<file path="config.mk">
export PLATFORM = sky130hd
export DESIGN_NAME = uabt_core
export DESIGN_NICKNAME = d
export VERILOG_FILES = /design/src/verilog/uabt_pkg.sv /design/src/verilog/uabt_core.sv
export VERILOG_INCLUDE_DIRS = /design/src /design/src/verilog
export SDC_FILE = /design/constraint.sdc
export NUM_CORES = 1
export LEC_CHECK = 0
export BUFFER_PORTS_ARGS = -buffer_cell sky130_fd_sc_hd__buf_4
export CORE_MARGIN = 10
export CORE_UTILIZATION = 50
export DETAILED_ROUTE_END_ITERATION = 7
export PLACE_DENSITY = 0.67
export SETUP_SLACK_MARGIN = 0.2
export SLEW_MARGIN = 20
export SYNTH_ARGS = -nofsm -noshare
export SYNTH_HDL_FRONTEND = slang
export SYNTH_SLANG_ARGS = --single-unit
</file>
<file path="constraint.sdc">
create_clock -name i_clock -period 2.5 [get_ports i_clock]
set_input_delay 0.5 -clock i_clock [delete_from_list [all_inputs] [get_ports i_clock]]
set_output_delay 0.5 -clock i_clock [all_outputs]
set_load 0.01 [all_outputs]
</file>
<file path="src/verilog/uabt_map.svh">
/*
 * Register offsets, field positions, reset values and timing counts of
 * the serial port and its auxiliary baud timer.
 * Assumes an 8-bit special function register space with byte addresses.
 */
`ifndef UABT_MAP_SVH
`define UABT_MAP_SVH

// ****************************************
// Register offsets
// ****************************************
`define UABT_ADDR_POWER_AND_BAUD_CONTROL 8'h87
`define UABT_ADDR_OPTION 8'h94
`define UABT_ADDR_SCTL 8'h98
`define UABT_ADDR_SDATA 8'h99
`define UABT_ADDR_ACTL 8'hC8
`define UABT_ADDR_RLD_LO 8'hCA
`define UABT_ADDR_RLD_HI 8'hCB
`define UABT_ADDR_CNT_LO 8'hCC
`define UABT_ADDR_CNT_HI 8'hCD

// ****************************************
// Field positions
// ****************************************
`define UABT_PC_DOUBLER 7
`define UABT_OPT_ONE_WIRE 7
`define UABT_SC_MP_FILTER 5
`define UABT_SC_RX_EN 4
`define UABT_SC_TX_NINTH 3
`define UABT_SC_RX_NINTH 2
`define UABT_SC_TX_DONE 1
`define UABT_SC_RX_DONE 0
`define UABT_AC_OVF_FLAG 7
`define UABT_AC_EDGE_FLAG 6
`define UABT_AC_RX_BAUD 5
`define UABT_AC_TX_BAUD 4
`define UABT_AC_EXT_EN 3
`define UABT_AC_RUN 2
`define UABT_AC_COUNTER 1
`define UABT_AC_CAPTURE 0

// ****************************************
// Reset values and timing counts
// ****************************************
`define UABT_RST_BYTE 8'h00
`define UABT_TICK_LAST 4'hF
`define UABT_SAMPLE_TICK 4'h7
`define UABT_M2_DIV_LAST 2'h3
`define UABT_AUX_MAX 16'hFFFF
`define UABT_SHIFT_BITS 4'h8
`define UABT_BITS_8 4'h8
`define UABT_BITS_9 4'h9
`define UABT_FRAME_8 4'hA
`define UABT_FRAME_9 4'hB

`endif

</file>
<file path="src/verilog/uabt_pkg.sv">
/*
 * Types of the serial port with auxiliary baud timer.
 * Assumes uabt_map.svh for all numeric constants.
 */
package uabt_pkg;

  // ****************************************
  // Modes and states
  // ****************************************
  typedef enum logic [1:0] {
    UABT_MODE_SHIFT = 2'b00,
    UABT_MODE_VAR8 = 2'b01,
    UABT_MODE_FIX9 = 2'b10,
    UABT_MODE_VAR9 = 2'b11
  } uabt_mode_e;

  typedef enum logic [1:0] {
    UABT_TX_IDLE = 2'b00,
    UABT_TX_SHIFT = 2'b01
  } uabt_tx_e;

  typedef enum logic [1:0] {
    UABT_RX_IDLE = 2'b00,
    UABT_RX_START = 2'b01,
    UABT_RX_DATA = 2'b11
  } uabt_rx_e;

  // ****************************************
  // Register access request
  // ****************************************
  typedef struct packed {
    logic [7:0] addr;
    logic [7:0] wdata;
    logic wr;
    logic rd;
  } uabt_sfr_s;

  // ****************************************
  // Whole state of the block
  // ****************************************
  typedef struct packed {
    logic rxd_s1;
    logic rxd_s2;
    logic line_s1;
    logic line_s2;
    logic cnt_s1;
    logic cnt_s2;
    logic cnt_d;
    logic trg_s1;
    logic trg_s2;
    logic trg_d;
    logic doubler;
    logic [3:0] power_and_baud_control_low;
    logic [7:0] option;
    logic [7:0] sctl;
    logic [7:0] rx_buf;
    logic [7:0] actl;
    logic [15:0] reload;
    logic [15:0] count;
    logic aux_phase;
    logic main_half;
    logic [1:0] m2_div;
    logic sh_phase;
    uabt_tx_e tx_state;
    logic [10:0] tx_shift;
    logic [3:0] tx_bits;
    logic [3:0] tx_cnt;
    uabt_rx_e rx_state;
    logic [8:0] rx_shift;
    logic [3:0] rx_bits;
    logic [3:0] rx_cnt;
    logic [7:0] rdata;
    logic txd_n;
    logic line_out;
    logic line_oe;
    logic sclk_n;
  } uabt_state_s;

endpackage

</file>
<file path="src/verilog/uabt_core.sv">
/*
 * Serial port with shift, 8-bit and 9-bit frames, single-wire option,
 * and the 16-bit auxiliary timer that can supply its bit clock.
 * Assumes a same-clock register port and a main timer overflow pulse
 * on the same clock; all pins are asynchronous and are synchronised.
 */
`include "uabt_map.svh"

// Behaviour
// - Receive bit clock comes from aux overflow when rx select set.
// - Transmit bit clock comes from aux overflow when tx select set.
// - Any baud select forces aux auto-reload on overflow.
// - Trigger falling edge acts only with enable and no baud select.
// - Aux counter counts only while run bit is set.
// - Timer mode counts every 2 clocks; counter mode on pin falls.
// - Reload mode loads reload pair on overflow or trigger edge.
// - Capture mode copies count into reload pair on trigger edge.
// - Single-wire mode shares one pin for transmit and receive.
// - Mode 00 is 8-bit shift register at half clock rate.
// - Mode 01 is 8-bit frame clocked by timer overflow.
// - Mode 10 is 9-bit frame at clock over 64, or 32.
// - Mode 11 is 9-bit frame clocked by timer overflow.
// - 9-bit modes with filter drop frames whose ninth bit is 0.
// - 8-bit timer mode with filter needs a valid stop bit.
// - Ninth bit sent from register; ninth or stop bit stored.
// - Transmit done set after bit 8 or at stop start.
// - Receive done set after bit 8 or at stop sample.
// - Data write starts sending; read gives separate receive buffer.
// - Main timer source gives bit every 32 or 16 overflows.
// - Aux source gives one bit per 16 aux overflows.
// - Doubler doubles main-timer-clocked and fixed 9-bit rates; aux-clocked rates are not doubled.
module uabt_core (
  input wire logic i_clock,
  input wire logic i_reset_n,
  input uabt_pkg::uabt_sfr_s i_sfr,
  output logic [7:0] o_sfr_rdata,
  input wire logic i_main_timer_ovf,
  input wire logic i_rxd,
  output logic o_txd,
  input wire logic i_line_in,
  output logic o_line_out,
  output logic o_line_oe,
  output logic o_shift_clock,
  input wire logic i_count_pin,
  input wire logic i_trigger_pin
);

  uabt_pkg::uabt_state_s s;
  uabt_pkg::uabt_state_s n;

  logic [1:0] mode;
  logic mode0;
  logic nine;
  logic baud_aux;
  logic aux_inc;
  logic aux_ovf;
  logic ext_hit;
  logic main_tick;
  logic m2_tick;
  logic rx_tick;
  logic tx_tick;
  logic rx_line;
  logic rx_samp;
  logic rx_stop;
  logic rx_ninth;
  logic rx_accept;
  logic m0_rx_done;
  logic [8:0] rx_sh_in;
  logic tx_adv;
  logic [3:0] tx_bits_n;
  logic [3:0] tx_total;
  logic wr_actl;
  logic wr_count;

  // ****************************************
  // Helpers
  // ****************************************
  function automatic logic tick16(input logic [1:0] md, input logic sel,
                                  input logic aux_o, input logic main_t,
                                  input logic m2_t);
    if (md == uabt_pkg::UABT_MODE_FIX9) begin
      tick16 = m2_t;
    end else if (sel) begin
      tick16 = aux_o;
    end else begin
      tick16 = main_t;
    end
  endfunction

  function automatic logic [8:0] shift_in(input logic [8:0] sh,
                                          input logic b);
    shift_in = {b, sh[8:1]};
  endfunction

  // ****************************************
  // Decoded events
  // ****************************************
  assign mode = s.sctl[7:6];
  assign mode0 = (mode == uabt_pkg::UABT_MODE_SHIFT);
  assign nine = mode[1];
  assign baud_aux = s.actl[`UABT_AC_RX_BAUD] | s.actl[`UABT_AC_TX_BAUD];
  assign aux_inc = s.actl[`UABT_AC_RUN] & (s.actl[`UABT_AC_COUNTER] ?
                   (s.cnt_d & ~s.cnt_s2) : s.aux_phase);
  assign aux_ovf = aux_inc & (s.count == `UABT_AUX_MAX);
  assign ext_hit = s.trg_d & ~s.trg_s2 & s.actl[`UABT_AC_EXT_EN] &
                   ~baud_aux;
  assign main_tick = i_main_timer_ovf & (s.doubler | s.main_half);
  assign m2_tick = s.doubler ? s.m2_div[0] :
                   (s.m2_div == `UABT_M2_DIV_LAST);
  assign rx_tick = tick16(mode, s.actl[`UABT_AC_RX_BAUD], aux_ovf,
                          main_tick, m2_tick);
  assign tx_tick = tick16(mode, s.actl[`UABT_AC_TX_BAUD], aux_ovf,
                          main_tick, m2_tick);
  assign rx_line = s.option[`UABT_OPT_ONE_WIRE] ? s.line_s2 : s.rxd_s2;
  assign rx_sh_in = shift_in(s.rx_shift, rx_line);
  assign rx_samp = (s.rx_state == uabt_pkg::UABT_RX_DATA) & ~mode0 &
                   rx_tick & (s.rx_cnt == `UABT_SAMPLE_TICK);
  assign rx_stop = rx_samp &
                   (s.rx_bits == (nine ? `UABT_BITS_9 : `UABT_BITS_8));
  assign rx_ninth = nine ? s.rx_shift[8] : rx_line;
  assign rx_accept = rx_stop & ~s.sctl[`UABT_SC_RX_DONE] &
                     (~s.sctl[`UABT_SC_MP_FILTER] | rx_ninth);
  assign m0_rx_done = (s.rx_state == uabt_pkg::UABT_RX_DATA) & mode0 &
                      s.sh_phase & (s.rx_bits == `UABT_SHIFT_BITS - 4'h1);
  assign tx_adv = (s.tx_state == uabt_pkg::UABT_TX_SHIFT) & (mode0 ?
                  s.sh_phase : (tx_tick & (s.tx_cnt == `UABT_TICK_LAST)));
  assign tx_bits_n = s.tx_bits + 4'h1;
  assign tx_total = mode0 ? `UABT_SHIFT_BITS :
                    (nine ? `UABT_FRAME_9 : `UABT_FRAME_8);
  assign wr_actl = i_sfr.wr & (i_sfr.addr == `UABT_ADDR_ACTL);
  assign wr_count = i_sfr.wr & ((i_sfr.addr == `UABT_ADDR_CNT_LO) |
                                (i_sfr.addr == `UABT_ADDR_CNT_HI));

  // ****************************************
  // Next state
  // ****************************************
  always_comb begin
    n = s;
    n.rxd_s1 = i_rxd;
    n.rxd_s2 = s.rxd_s1;
    n.line_s1 = i_line_in;
    n.line_s2 = s.line_s1;
    n.cnt_s1 = i_count_pin;
    n.cnt_s2 = s.cnt_s1;
    n.cnt_d = s.cnt_s2;
    n.trg_s1 = i_trigger_pin;
    n.trg_s2 = s.trg_s1;
    n.trg_d = s.trg_s2;
    n.m2_div = s.m2_div + 2'h1;
    n.sh_phase = ~s.sh_phase;
    if (i_main_timer_ovf) begin
      n.main_half = ~s.main_half;
    end
    // Auxiliary timer
    if (s.actl[`UABT_AC_RUN]) begin
      n.aux_phase = ~s.aux_phase;
    end
    if (aux_inc) begin
      n.count = s.count + 16'h0001;
    end
    if (aux_ovf & (baud_aux | ~s.actl[`UABT_AC_CAPTURE])) begin
      n.count = s.reload;
    end
    if (ext_hit & ~s.actl[`UABT_AC_CAPTURE]) begin
      n.count = s.reload;
    end
    if (ext_hit & s.actl[`UABT_AC_CAPTURE]) begin
      n.reload = s.count;
    end
    // Transmitter
    if (tx_adv) begin
      n.tx_shift = {1'b1, s.tx_shift[10:1]};
      n.tx_bits = tx_bits_n;
      if (mode0 ? (tx_bits_n == tx_total) :
          (tx_bits_n == tx_total - 4'h1)) begin
        n.sctl[`UABT_SC_TX_DONE] = 1'b1;
      end
      if (tx_bits_n == tx_total) begin
        n.tx_state = uabt_pkg::UABT_TX_IDLE;
      end
    end
    if ((s.tx_state == uabt_pkg::UABT_TX_SHIFT) & ~mode0 & tx_tick) begin
      n.tx_cnt = s.tx_cnt + 4'h1;
    end
    // Receiver
    if ((s.rx_state != uabt_pkg::UABT_RX_IDLE) & ~mode0 & rx_tick) begin
      n.rx_cnt = s.rx_cnt + 4'h1;
    end
    case (s.rx_state)
      uabt_pkg::UABT_RX_IDLE: begin
        if (s.sctl[`UABT_SC_RX_EN] & mode0 &
            ~s.sctl[`UABT_SC_RX_DONE]) begin
          n.rx_state = uabt_pkg::UABT_RX_DATA;
          n.rx_bits = 4'h0;
        end else if (s.sctl[`UABT_SC_RX_EN] & ~mode0 & ~rx_line) begin
          n.rx_state = uabt_pkg::UABT_RX_START;
          n.rx_cnt = 4'h0;
        end
      end
      uabt_pkg::UABT_RX_START: begin
        if (rx_tick & (s.rx_cnt == `UABT_SAMPLE_TICK)) begin
          n.rx_bits = 4'h0;
          n.rx_state = rx_line ? uabt_pkg::UABT_RX_IDLE :
                       uabt_pkg::UABT_RX_DATA;
        end
      end
      uabt_pkg::UABT_RX_DATA: begin
        if (mode0 & s.sh_phase) begin
          n.rx_shift = rx_sh_in;
          n.rx_bits = s.rx_bits + 4'h1;
          if (m0_rx_done) begin
            n.rx_buf = rx_sh_in[8:1];
            n.sctl[`UABT_SC_RX_DONE] = 1'b1;
            n.rx_state = uabt_pkg::UABT_RX_IDLE;
          end
        end else if (rx_stop) begin
          n.rx_state = uabt_pkg::UABT_RX_IDLE;
          if (rx_accept) begin
            n.rx_buf = nine ? s.rx_shift[7:0] : s.rx_shift[8:1];
            n.sctl[`UABT_SC_RX_NINTH] = rx_ninth;
            n.sctl[`UABT_SC_RX_DONE] = 1'b1;
          end
        end else if (rx_samp) begin
          n.rx_shift = rx_sh_in;
          n.rx_bits = s.rx_bits + 4'h1;
        end
      end
      default: begin
        n.rx_state = uabt_pkg::UABT_RX_IDLE;
      end
    endcase
    if (~s.sctl[`UABT_SC_RX_EN]) begin
      n.rx_state = uabt_pkg::UABT_RX_IDLE;
    end
    // Register writes
    if (i_sfr.wr) begin
      case (i_sfr.addr)
        `UABT_ADDR_POWER_AND_BAUD_CONTROL: begin
          n.doubler = i_sfr.wdata[`UABT_PC_DOUBLER];
          n.power_and_baud_control_low = i_sfr.wdata[3:0];
        end
        `UABT_ADDR_OPTION: begin
          n.option = i_sfr.wdata;
        end
        `UABT_ADDR_SCTL: begin
          n.sctl = i_sfr.wdata;
        end
        `UABT_ADDR_SDATA: begin
          n.tx_state = uabt_pkg::UABT_TX_SHIFT;
          n.tx_bits = 4'h0;
          n.tx_cnt = 4'h0;
          n.sh_phase = 1'b0;
          n.tx_shift = mode0 ? {3'b111, i_sfr.wdata} :
                       {1'b1, (nine ? s.sctl[`UABT_SC_TX_NINTH] : 1'b1),
                        i_sfr.wdata, 1'b0};
        end
        `UABT_ADDR_ACTL: begin
          n.actl = i_sfr.wdata;
        end
        `UABT_ADDR_RLD_LO: begin
          n.reload[7:0] = i_sfr.wdata;
        end
        `UABT_ADDR_RLD_HI: begin
          n.reload[15:8] = i_sfr.wdata;
        end
        `UABT_ADDR_CNT_LO: begin
          n.count[7:0] = i_sfr.wdata;
        end
        `UABT_ADDR_CNT_HI: begin
          n.count[15:8] = i_sfr.wdata;
        end
        default: begin
        end
      endcase
    end
    // Hardware flag sets win over a clearing write
    if (tx_adv & (mode0 ? (tx_bits_n == tx_total) :
        (tx_bits_n == tx_total - 4'h1))) begin
      n.sctl[`UABT_SC_TX_DONE] = 1'b1;
    end
    if (rx_accept | m0_rx_done) begin
      n.sctl[`UABT_SC_RX_DONE] = 1'b1;
    end
    if (aux_ovf & ~baud_aux) begin
      n.actl[`UABT_AC_OVF_FLAG] = 1'b1;
    end
    if (ext_hit) begin
      n.actl[`UABT_AC_EDGE_FLAG] = 1'b1;
    end
    // Register reads
    if (i_sfr.rd) begin
      case (i_sfr.addr)
        `UABT_ADDR_POWER_AND_BAUD_CONTROL: n.rdata = {s.doubler, 3'b000, s.power_and_baud_control_low};
        `UABT_ADDR_OPTION: n.rdata = s.option;
        `UABT_ADDR_SCTL: n.rdata = s.sctl;
        `UABT_ADDR_SDATA: n.rdata = s.rx_buf;
        `UABT_ADDR_ACTL: n.rdata = s.actl;
        `UABT_ADDR_RLD_LO: n.rdata = s.reload[7:0];
        `UABT_ADDR_RLD_HI: n.rdata = s.reload[15:8];
        `UABT_ADDR_CNT_LO: n.rdata = s.count[7:0];
        `UABT_ADDR_CNT_HI: n.rdata = s.count[15:8];
        default: n.rdata = `UABT_RST_BYTE;
      endcase
    end
    // Pin drive
    n.line_oe = n.option[`UABT_OPT_ONE_WIRE] &
                (n.tx_state == uabt_pkg::UABT_TX_SHIFT);
    n.line_out = n.line_oe & n.tx_shift[0];
    n.txd_n = ~n.option[`UABT_OPT_ONE_WIRE] &
              (n.tx_state == uabt_pkg::UABT_TX_SHIFT) & ~n.tx_shift[0];
    n.sclk_n = mode0 & ~n.sh_phase &
               ((n.tx_state == uabt_pkg::UABT_TX_SHIFT) |
                (n.rx_state == uabt_pkg::UABT_RX_DATA));
  end

  // ****************************************
  // State register
  // ****************************************
  always_ff @(posedge i_clock or negedge i_reset_n) begin
    if (!i_reset_n) begin
      s <= '0;
    end else begin
      s <= n;
    end
  end

  assign o_sfr_rdata = s.rdata;
  assign o_txd = ~s.txd_n;
  assign o_line_out = s.line_out;
  assign o_line_oe = s.line_oe;
  assign o_shift_clock = ~s.sclk_n;

  // ****************************************
  // Assertions
  // ****************************************
  a_aux_reload_ovf: assert property (
    @(posedge i_clock) disable iff (!i_reset_n)
    aux_ovf && baud_aux && !wr_count |=> s.count == $past(s.reload))
    else $error("aux reload on overflow missed");

  a_aux_hold_stop: assert property (
    @(posedge i_clock) disable iff (!i_reset_n)
    !s.actl[`UABT_AC_RUN] && !wr_count && !ext_hit |=> $stable(s.count))
    else $error("aux counter moved while stopped");

  a_aux_timer_rate: assert property (
    @(posedge i_clock) disable iff (!i_reset_n)
    aux_inc && !s.actl[`UABT_AC_COUNTER] && !wr_actl |=> !aux_inc)
    else $error("aux timer counted on adjacent clocks");

  a_aux_capture: assert property (
    @(posedge i_clock) disable iff (!i_reset_n)
    ext_hit && s.actl[`UABT_AC_CAPTURE] && !i_sfr.wr
    |=> s.reload == $past(s.count))
    else $error("capture did not copy count");

  a_ovf_flag_set: assert property (
    @(posedge i_clock) disable iff (!i_reset_n)
    aux_ovf && !baud_aux |=> s.actl[`UABT_AC_OVF_FLAG])
    else $error("overflow flag not set");

  a_fix9_tick_gap: assert property (
    @(posedge i_clock) disable iff (!i_reset_n)
    m2_tick && !s.doubler && !(i_sfr.wr && i_sfr.addr == `UABT_ADDR_POWER_AND_BAUD_CONTROL)
    |=> (!m2_tick || s.doubler) [*3])
    else $error("fixed-rate tick faster than one in four");

  a_rx_filter_drop: assert property (
    @(posedge i_clock) disable iff (!i_reset_n)
    rx_stop && nine && s.sctl[`UABT_SC_MP_FILTER] && !rx_ninth
    |-> !rx_accept)
    else $error("filtered frame accepted");

  a_tx_start_write: assert property (
    @(posedge i_clock) disable iff (!i_reset_n)
    i_sfr.wr && i_sfr.addr == `UABT_ADDR_SDATA
    |=> s.tx_state == uabt_pkg::UABT_TX_SHIFT && (mode0 ||
        (s.option[`UABT_OPT_ONE_WIRE] ? o_line_oe && !o_line_out :
         !o_txd)))
    else $error("data write did not start transmission");

  a_one_wire_oe: assert property (
    @(posedge i_clock) disable iff (!i_reset_n)
    o_line_oe |-> s.option[`UABT_OPT_ONE_WIRE] && o_txd)
    else $error("shared pin driven outside single-wire mode");

  a_rx_enable_gate: assert property (
    @(posedge i_clock) disable iff (!i_reset_n)
    !s.sctl[`UABT_SC_RX_EN] |=> s.rx_state == uabt_pkg::UABT_RX_IDLE)
    else $error("receiver active while disabled");

endmodule

</file>
### After elaboration in Yosys (flattened, before gate mapping)

Cells that the tools add are included.
Widths: inputs -> output; s select.

| cells by class | value |
|---|---|
| multiplexer cells | 68 |
| equal/unequal tests | 29 |
| add/subtract/negate cells | 7 |
| bitwise logic cells | 61 |
| reductions and logical operators | 20 |

Operator list:

| kind | count |
|---|---|
| $mux 16 | 5 |
| $eq 8x8->1 const B | 9 |
| $pmux 8 s9 | 1 |
| $mux 8 | 8 |
| $mux 9 | 5 |
| $mux 22 | 2 |
| $mux 40 | 1 |
| $and 1x1->1 | 39 |
| $mux 4 | 7 |
| $mux 13 | 2 |
| $mux 1 | 23 |
| $mux 2 | 9 |
| $mux 17 | 1 |
| $add 16x1->16 const B | 1 |
| $add 4x1->4 const B | 4 |
| $eq 16x16->1 const B | 1 |
| $not 1->1 | 16 |
| $reduce_bool 2->1 | 8 |
| $mux 15 | 1 |
| $eq 4x4->1 | 3 |
| $pmux 4 s3 | 1 |
| $reduce_and 2->1 | 6 |
| $mux 10 | 1 |
| $eq 2x2->1 const B | 4 |
| other kinds (15) | 27 |

| storage, ports and cells | value |
|---|---|
| register bits after elaboration | 136 |
| bits of input ports | 25 |

### Longest topological paths before layout

Gate-level depths: netlist (run 1).

| depth | value |
|---|---|
| depth after elaboration | 21 |
| gate-level depth with buffers | 10 |

### Worst setup path before layout (run 1)

No wires, ideal clock.

| timing | value |
|---|---|
| path kind | reg-to-reg |
| start | reg s[53] (netlist bit) |
| end | reg s[44] (netlist bit) |
| library setup time | 0.137 ns |
| buffers on the path | 2 |
| cell stages (with the launch flop) | 10 |
| path slack | 0.196 ns |
| required time | 2.363 ns |
| arrival time | 2.167 ns |
| clock period less this slack | 2.304 ns |
| cell sequence | dfrtp_1 > ha_1 > mux2_2 > a2bb2oi_1 > o31a_1 > o31a_1 > buf_4 > buf_6 > mux2i_1 > a21oi_1 |

RTL lines:

| element | RTL line | RTL |
|---|---|---|
| from (decl) | uabt_core.sv:48 | `uabt_pkg::uabt_state_s s;` |
| from (signal assigned) | uabt_core.sv:323 | `s <= n;` |

==> results of run 1 <==
-- routing by layer --
| metal | vias up | part of all wire | wire, µm | track usage |
|---|---|---|---|---|
| met5 | - | 0 | 0 | 0 |
| li1 | 2695 | - | - | - |
| met4 | 0 | 0.024 | 471 | 0.0739 |
| met1 | 2911 | 0.42 | 8120 | 0.231 |
| met3 | 33 | 0.050 | 959 | 0.0460 |
| met2 | 160 | 0.51 | 9820 | 0.325 |
-- cells in the final DEF, fill, tap and decap left out, types with 10 or more instances in the layout --
cell,count
a211oi_1,10
a21oi_1,41
a22o_1,15
a22oi_1,11
buf_4,82
clkbuf_16,18
dfrtp_1,133
inv_1,22
mux2_2,47
mux2i_1,52
nand2_1,61
nand3_1,29
nor2_1,42
nor2b_1,12
nor3_1,12
o21ai_0,34
xnor2_1,22
-- kinds of logic after synthesis --
group,after synthesis,synth area share
simple gates,216,0.155
xor+xnor,28,0.0335
compound gates,159,0.148
buf+inv,69,0.0434
fa+ha+maj,6,0.0103
mux,100,0.145
flops,136,0.465
-- critical path, delay by kind of cell (launching register included) --
kind            cells  cell delay (ps)
flops               1              400
compound gates      2              600
simple gates        4             1130
-- timing repair --
item / 4_1_cts / 5_1_grt
cloned: 0 / 2
pin swaps: 0 / 5
gates resized for setup: 1 / 12
hold buffers: 0 / 0
setup endpoints to repair: 3 / 34
setup buffers: 2 / 10
-- final timing paths --
path	cells after the start	to	start
setup / recovery	6	s[38]	s[63]
hold / removal	1	o_sfr_rdata[7]	i_reset_n
setup reg to reg	6	s[38]	s[63]
hold reg to reg	0	s[134]	n[134]
max in group asynchronous	2	s[29]	i_reset_n
min in group i_clock	1	n[134]	i_rxd
-- flip-flops by register name, indices dropped and copies added (netlist names) --
| name | count |
|---|---|
| mode | 2 |
| n | 6 |
| o_line_oe | 1 |
| o_line_out | 1 |
| o_sfr_rdata | 8 |
| rx_sh_in | 8 |
| s | 110 |
-- power breakdown --
group	total, mW	internal (mW)	switching [mW]
combinational	1.28	0.591	0.694
clock	2.64	1.73	0.909
sequential	2.74	2.46	0.278
-- layout make-up --
| class | count | share of cell area |
|---|---|---|
| Inverter | 22 | 0.00951 |
| Sequential cell | 136 | 0.392 |
| Clock inverter | 8 | 0.0167 |
| Tap cell | 184 | 0.0265 |
| Clock buffer | 22 | 0.0546 |
| Multi-Input combinational cell | 509 | 0.418 |
| Timing Repair Buffer | 88 | 0.0823 |
-- stage by stage --
| step | utilization | cell area [µm²] | hold WS [ps] | instances |
|---|---|---|---|---|
| floorplan | - | 7330 | 204 | 714 |
| global placement | 0.548 | 7910 | 332 | 925 |
| detailed placement | 0.548 | 7910 | 337 | 925 |
| CTS | 0.592 | 8540 | 64.7 | 957 |
| global route | 0.602 | 8690 | 78.6 | 969 |
| finish | 0.602 | 8690 | 55.7 | 969 |
==> results.toml, run 1 <==
[power]
leakagePower_nw = 3.91
total_power_mw = 6.67
ir_drop_mv = 0.489
p_per_area_mw_per_mm2 = 768

[finish]
drive_gt1_frac = 0.229
area_growth_pct = 18.6
antenna_cells = 0
final-seq-area_mm2 = 0.00341
multiInputGateArea_mm2 = 0.00363
finalNetCount = 805
fillers = 1217

[sta]
period_share = 0.884
skew_ps = 8.48
fin_setup_tns_ps = 0
maxSlewViolCount = 0
layout_setup_ws_ps = 291
hold_violations = 0
finalCriticalPeriod_ps = 2210
rsz0062_at_grt = "yes"
tightest_slew_ps = 662
max_freq_mhz = 453
slew_headroom = 0.552
setup_violations = 0

[yosys]
yosysMostFrequentCell = "dfrtp_1"
synth_ff_type = "dfrtp_1"
syn_area_mm2 = 0.00732
synth_edf_count = 0
syn_inst = 714
async_flop_share = 1.00
yosys.area.top_type_share = 0.465
ys_types = 63
synth-seq-cells = 136
synth.area.top_cells = "dfrtp_1 46%, mux2_2 7.4%, mux2i_1 7.1%, nand2_1 3.2%, a21oi_1 2.8%"
synth_top_cells_by_count = "136 x dfrtp_1, 62 x nand2_1, 52 x mux2i_1, 48 x mux2_2, 42 x nor2_1"
yosys_warnings = 0
syn_nets = 745
synth_top_area_cell = "dfrtp_1"
yosysSeqAreaShare = 0.465
avgSynthCellArea_um2 = 10.3

[floorplanning]
die_w_um = 141
core_area_mm2 = 0.0144
dieArea_mm2 = 0.0199
die_h_um = 141
floorplan.initialDensity = 0.508
io_pins = 37
rows = 44

[detailed_routing]
routedWlPerCell_um = 20.0
drc = 0
ant_nets = 0
routed_wl_um = 19400
via_count = 5799
detail_route.first_pass.iterations = 6
drt_iter0_markers = 442
via_per_inst = 5.98

[grt]
antenna_found_initial = 0
grt_pass1_wl_um = 30500
overflow = 0
grt_max_degree = 60
grt.total_usage = 0.192
grt_pass1_vias = 5758

[run_status]
status = "completed"

[clock_tree]
clockRootBuffer = "clkbuf_16"
cts_tree = "yes"
numCtsBuffers = 17
cts.sinks = 136
clk_latency_ps = 430
htreeDepth = 4
path_clk_slew_ps = 60
cts_buffer_depth = 2

[job]
maxCapViolCount = 0

[worst_setup_path]
path_class = "reg2reg"
critPathLaunchType = "flip-flop"
crit_required_ps = 2850
path_max_fanout = 7
cp.arrival_ps = 2560
end_kind = "flip-flop"
regToRegSetupSlack_ps = 290
crit_chain = "and4_4 -> and4_4 -> nand4_4 -> o31a_1 -> or3_1 -> a21oi_1"
critPathSlowestCell = "o31a_1"
crit_path_frequent_cell = "and4_4"
slowest_delay_ps = 440

[place]
pre_cts_ws_ps = 159
hpwlAfterDp_um = 13600
port_buffers = 36
place.gp.congestion = 0.911

[worst_hold_path]
min_path_type = "in2async"
(Power assumes the default switching activity.)
==> inputs of run 2 (changes only) <==
--- a/config.mk
+++ b/config.mk
@@ -7,11 +7,10 @@
 export NUM_CORES = 1
 export LEC_CHECK = 0
 export BUFFER_PORTS_ARGS = -buffer_cell sky130_fd_sc_hd__buf_4
-export CORE_MARGIN = 10
 export CORE_UTILIZATION = 50
 export DETAILED_ROUTE_END_ITERATION = 7
 export PLACE_DENSITY = 0.67
-export SETUP_SLACK_MARGIN = 0.2
+export SETUP_SLACK_MARGIN = 0.3
 export SLEW_MARGIN = 20
 export SYNTH_ARGS = -nofsm -noshare
 export SYNTH_HDL_FRONTEND = slang
==> run 2 against run 1 <==
Compared with the run above: clock-buffer cell count shrank 4; maximum frequency fell by 0.14%; sequential power about the same; design area grew 1.7%; sequential cell count unchanged; cell count is 0.83% higher; highest routed layer unchanged; wire length up 2.7%; register-to-register slack about the same; worst setup slack got worse by 3.1 ps; combinational power up 19%; utilization increased by 2.4 points; critical endpoint is now s[3].
==> results.toml, run 2 (synthesis gave the netlist of run 1 again) <==
[run_status]
status = "completed"

[detailed_routing]
via_per_inst = 6.07
detail_route.first_pass.iterations = 8
drt_iter0_markers = 469
ant_nets = 0
routed_wl_um = 19900
drc = 0
routedWlPerCell_um = 20.4
via_count = 5932

[grt]
grt.total_usage = 0.274
antenna_found_initial = 0
grt_pass1_wl_um = 30800
grt_pass1_vias = 5867
overflow = 0
grt_max_degree = 50

[clock_tree]
path_clk_slew_ps = 60
cts_buffer_depth = 2
cts.sinks = 136
numCtsBuffers = 17
clockRootBuffer = "clkbuf_16"
htreeDepth = 4
cts_tree = "yes"
clk_latency_ps = 440

[sta]
tightest_slew_ps = 648
rsz0062_at_grt = "yes"
setup_violations = 0
hold_violations = 0
skew_ps = 8.46
slew_headroom = 0.562
period_share = 0.885
max_freq_mhz = 452
finalCriticalPeriod_ps = 2210
fin_setup_tns_ps = 0
maxSlewViolCount = 0

[floorplanning]
die_h_um = 123
rows = 43
core_area_mm2 = 0.0141
floorplan.initialDensity = 0.519
die_w_um = 123
dieArea_mm2 = 0.0151
io_pins = 37

[worst_setup_path]
path_max_fanout = 4
path_class = "reg2reg"
cp.arrival_ps = 2550
crit_start = "s[53]"
r2r_start = "s[53]"
crit_required_ps = 2840
regToRegSetupSlack_ps = 290
end_kind = "flip-flop"
critPathLaunchType = "flip-flop"

[worst_hold_path]
hold_start = "i_count_pin"
min_path_type = "in2reg"

[job]
maxCapViolCount = 0

[finish]
final_cell_mix = "131 x dfrtp_1, 89 x buf_4, 61 x nand2_1"
largest_register = "s"
final-seq-area_mm2 = 0.00341
finalNetCount = 815
area_growth_pct = 20.7
multiInputGateArea_mm2 = 0.00371
drive_gt1_frac = 0.260
largest_reg_flops = 110
fillers = 1098
antenna_cells = 0
final_common_cell = "dfrtp_1"

[place]
port_buffers = 36
hpwlAfterDp_um = 13300
place.gp.congestion = 0.933

[power]
leakagePower_nw = 3.96
ir_drop_mv = 0.546
total_power_mw = 6.89
p_per_area_mw_per_mm2 = 779
run 2: cell count changes in the layout (fill, tap and decap cells not counted), sizes merged, moves of 2 or more:
cell,previous run,this run
clkinvlp,2,4
clkinv,2,4
inv,22,25
buf,87,96
clkbuf,23,18
run 2: path summary, 6_finish.rpt:
| path | end | cells after the start |
|---|---|---|
| max | s[3] | 9 |
| min | n[130] | 1 |
| max reg2reg | s[3] | 9 |
| min reg2reg | n[126] | 0 |
| max in group asynchronous | rx_sh_in[5] | 3 |
| min in group asynchronous | o_sfr_rdata[6] | 2 |
run 2: layout make-up:
type                    instances  area share
repair buffers                 97      0.0897
inverters                      22     0.00935
flip-flops and latches        136       0.386
clock inverters                14      0.0193
well taps                     180      0.0255
clock buffers                  18      0.0497
multi-input cells             510       0.421
run 2: per-stage QoR:
step	util	cells	area [µm²]	setup WS (ps)	hold WS (ps)
after floorplan	-	714	7330	316	204
after global placement	0.560	918	7890	138	337
after detailed placement	0.560	918	7890	92.4	336
after CTS	0.611	959	8610	279	155
after global routing	0.627	977	8830	242	152
final	0.627	977	8830	288	169
run 2: layer usage:
metal | vias to the layer above | routed length (µm) | track usage
met5 | - | 0 | 0
li1 | 2741 | - | -
met1 | 2955 | 8180 | 0.337
met4 | 0 | 538 | 0.120
met2 | 198 | 10000 | 0.460
met3 | 38 | 1160 | 0.0618
run 2: power breakdown:
| part | switching (mW) | internal, mW |
|---|---|---|
| registers | 0.284 | 2.46 |
| clock network | 1.02 | 1.60 |
| logic | 0.785 | 0.737 |
| total | 2.09 | 4.80 |
run 2: repair_timing:
item | 4_1_cts | 5_1_grt
buffers inserted | 8 | 16
endpoints found under the setup margin | 37 | 39
resized for setup | 8 | 24
pin swaps | 3 | 18
endpoints found under the hold margin | 32 | 0
hold buffers | 1 | 0
cloned | 0 | 2
run 2: worst max-delay path, cell delays in order (launching register included):
cell	delay, ps
dfrtp_1	400
ha_2	170
mux2_4	310
a2bb2oi_4	190
o31a_1	200
buf_4	140
o31ai_4	80
buf_6	140
a22o_4	240
nor4b_4	250
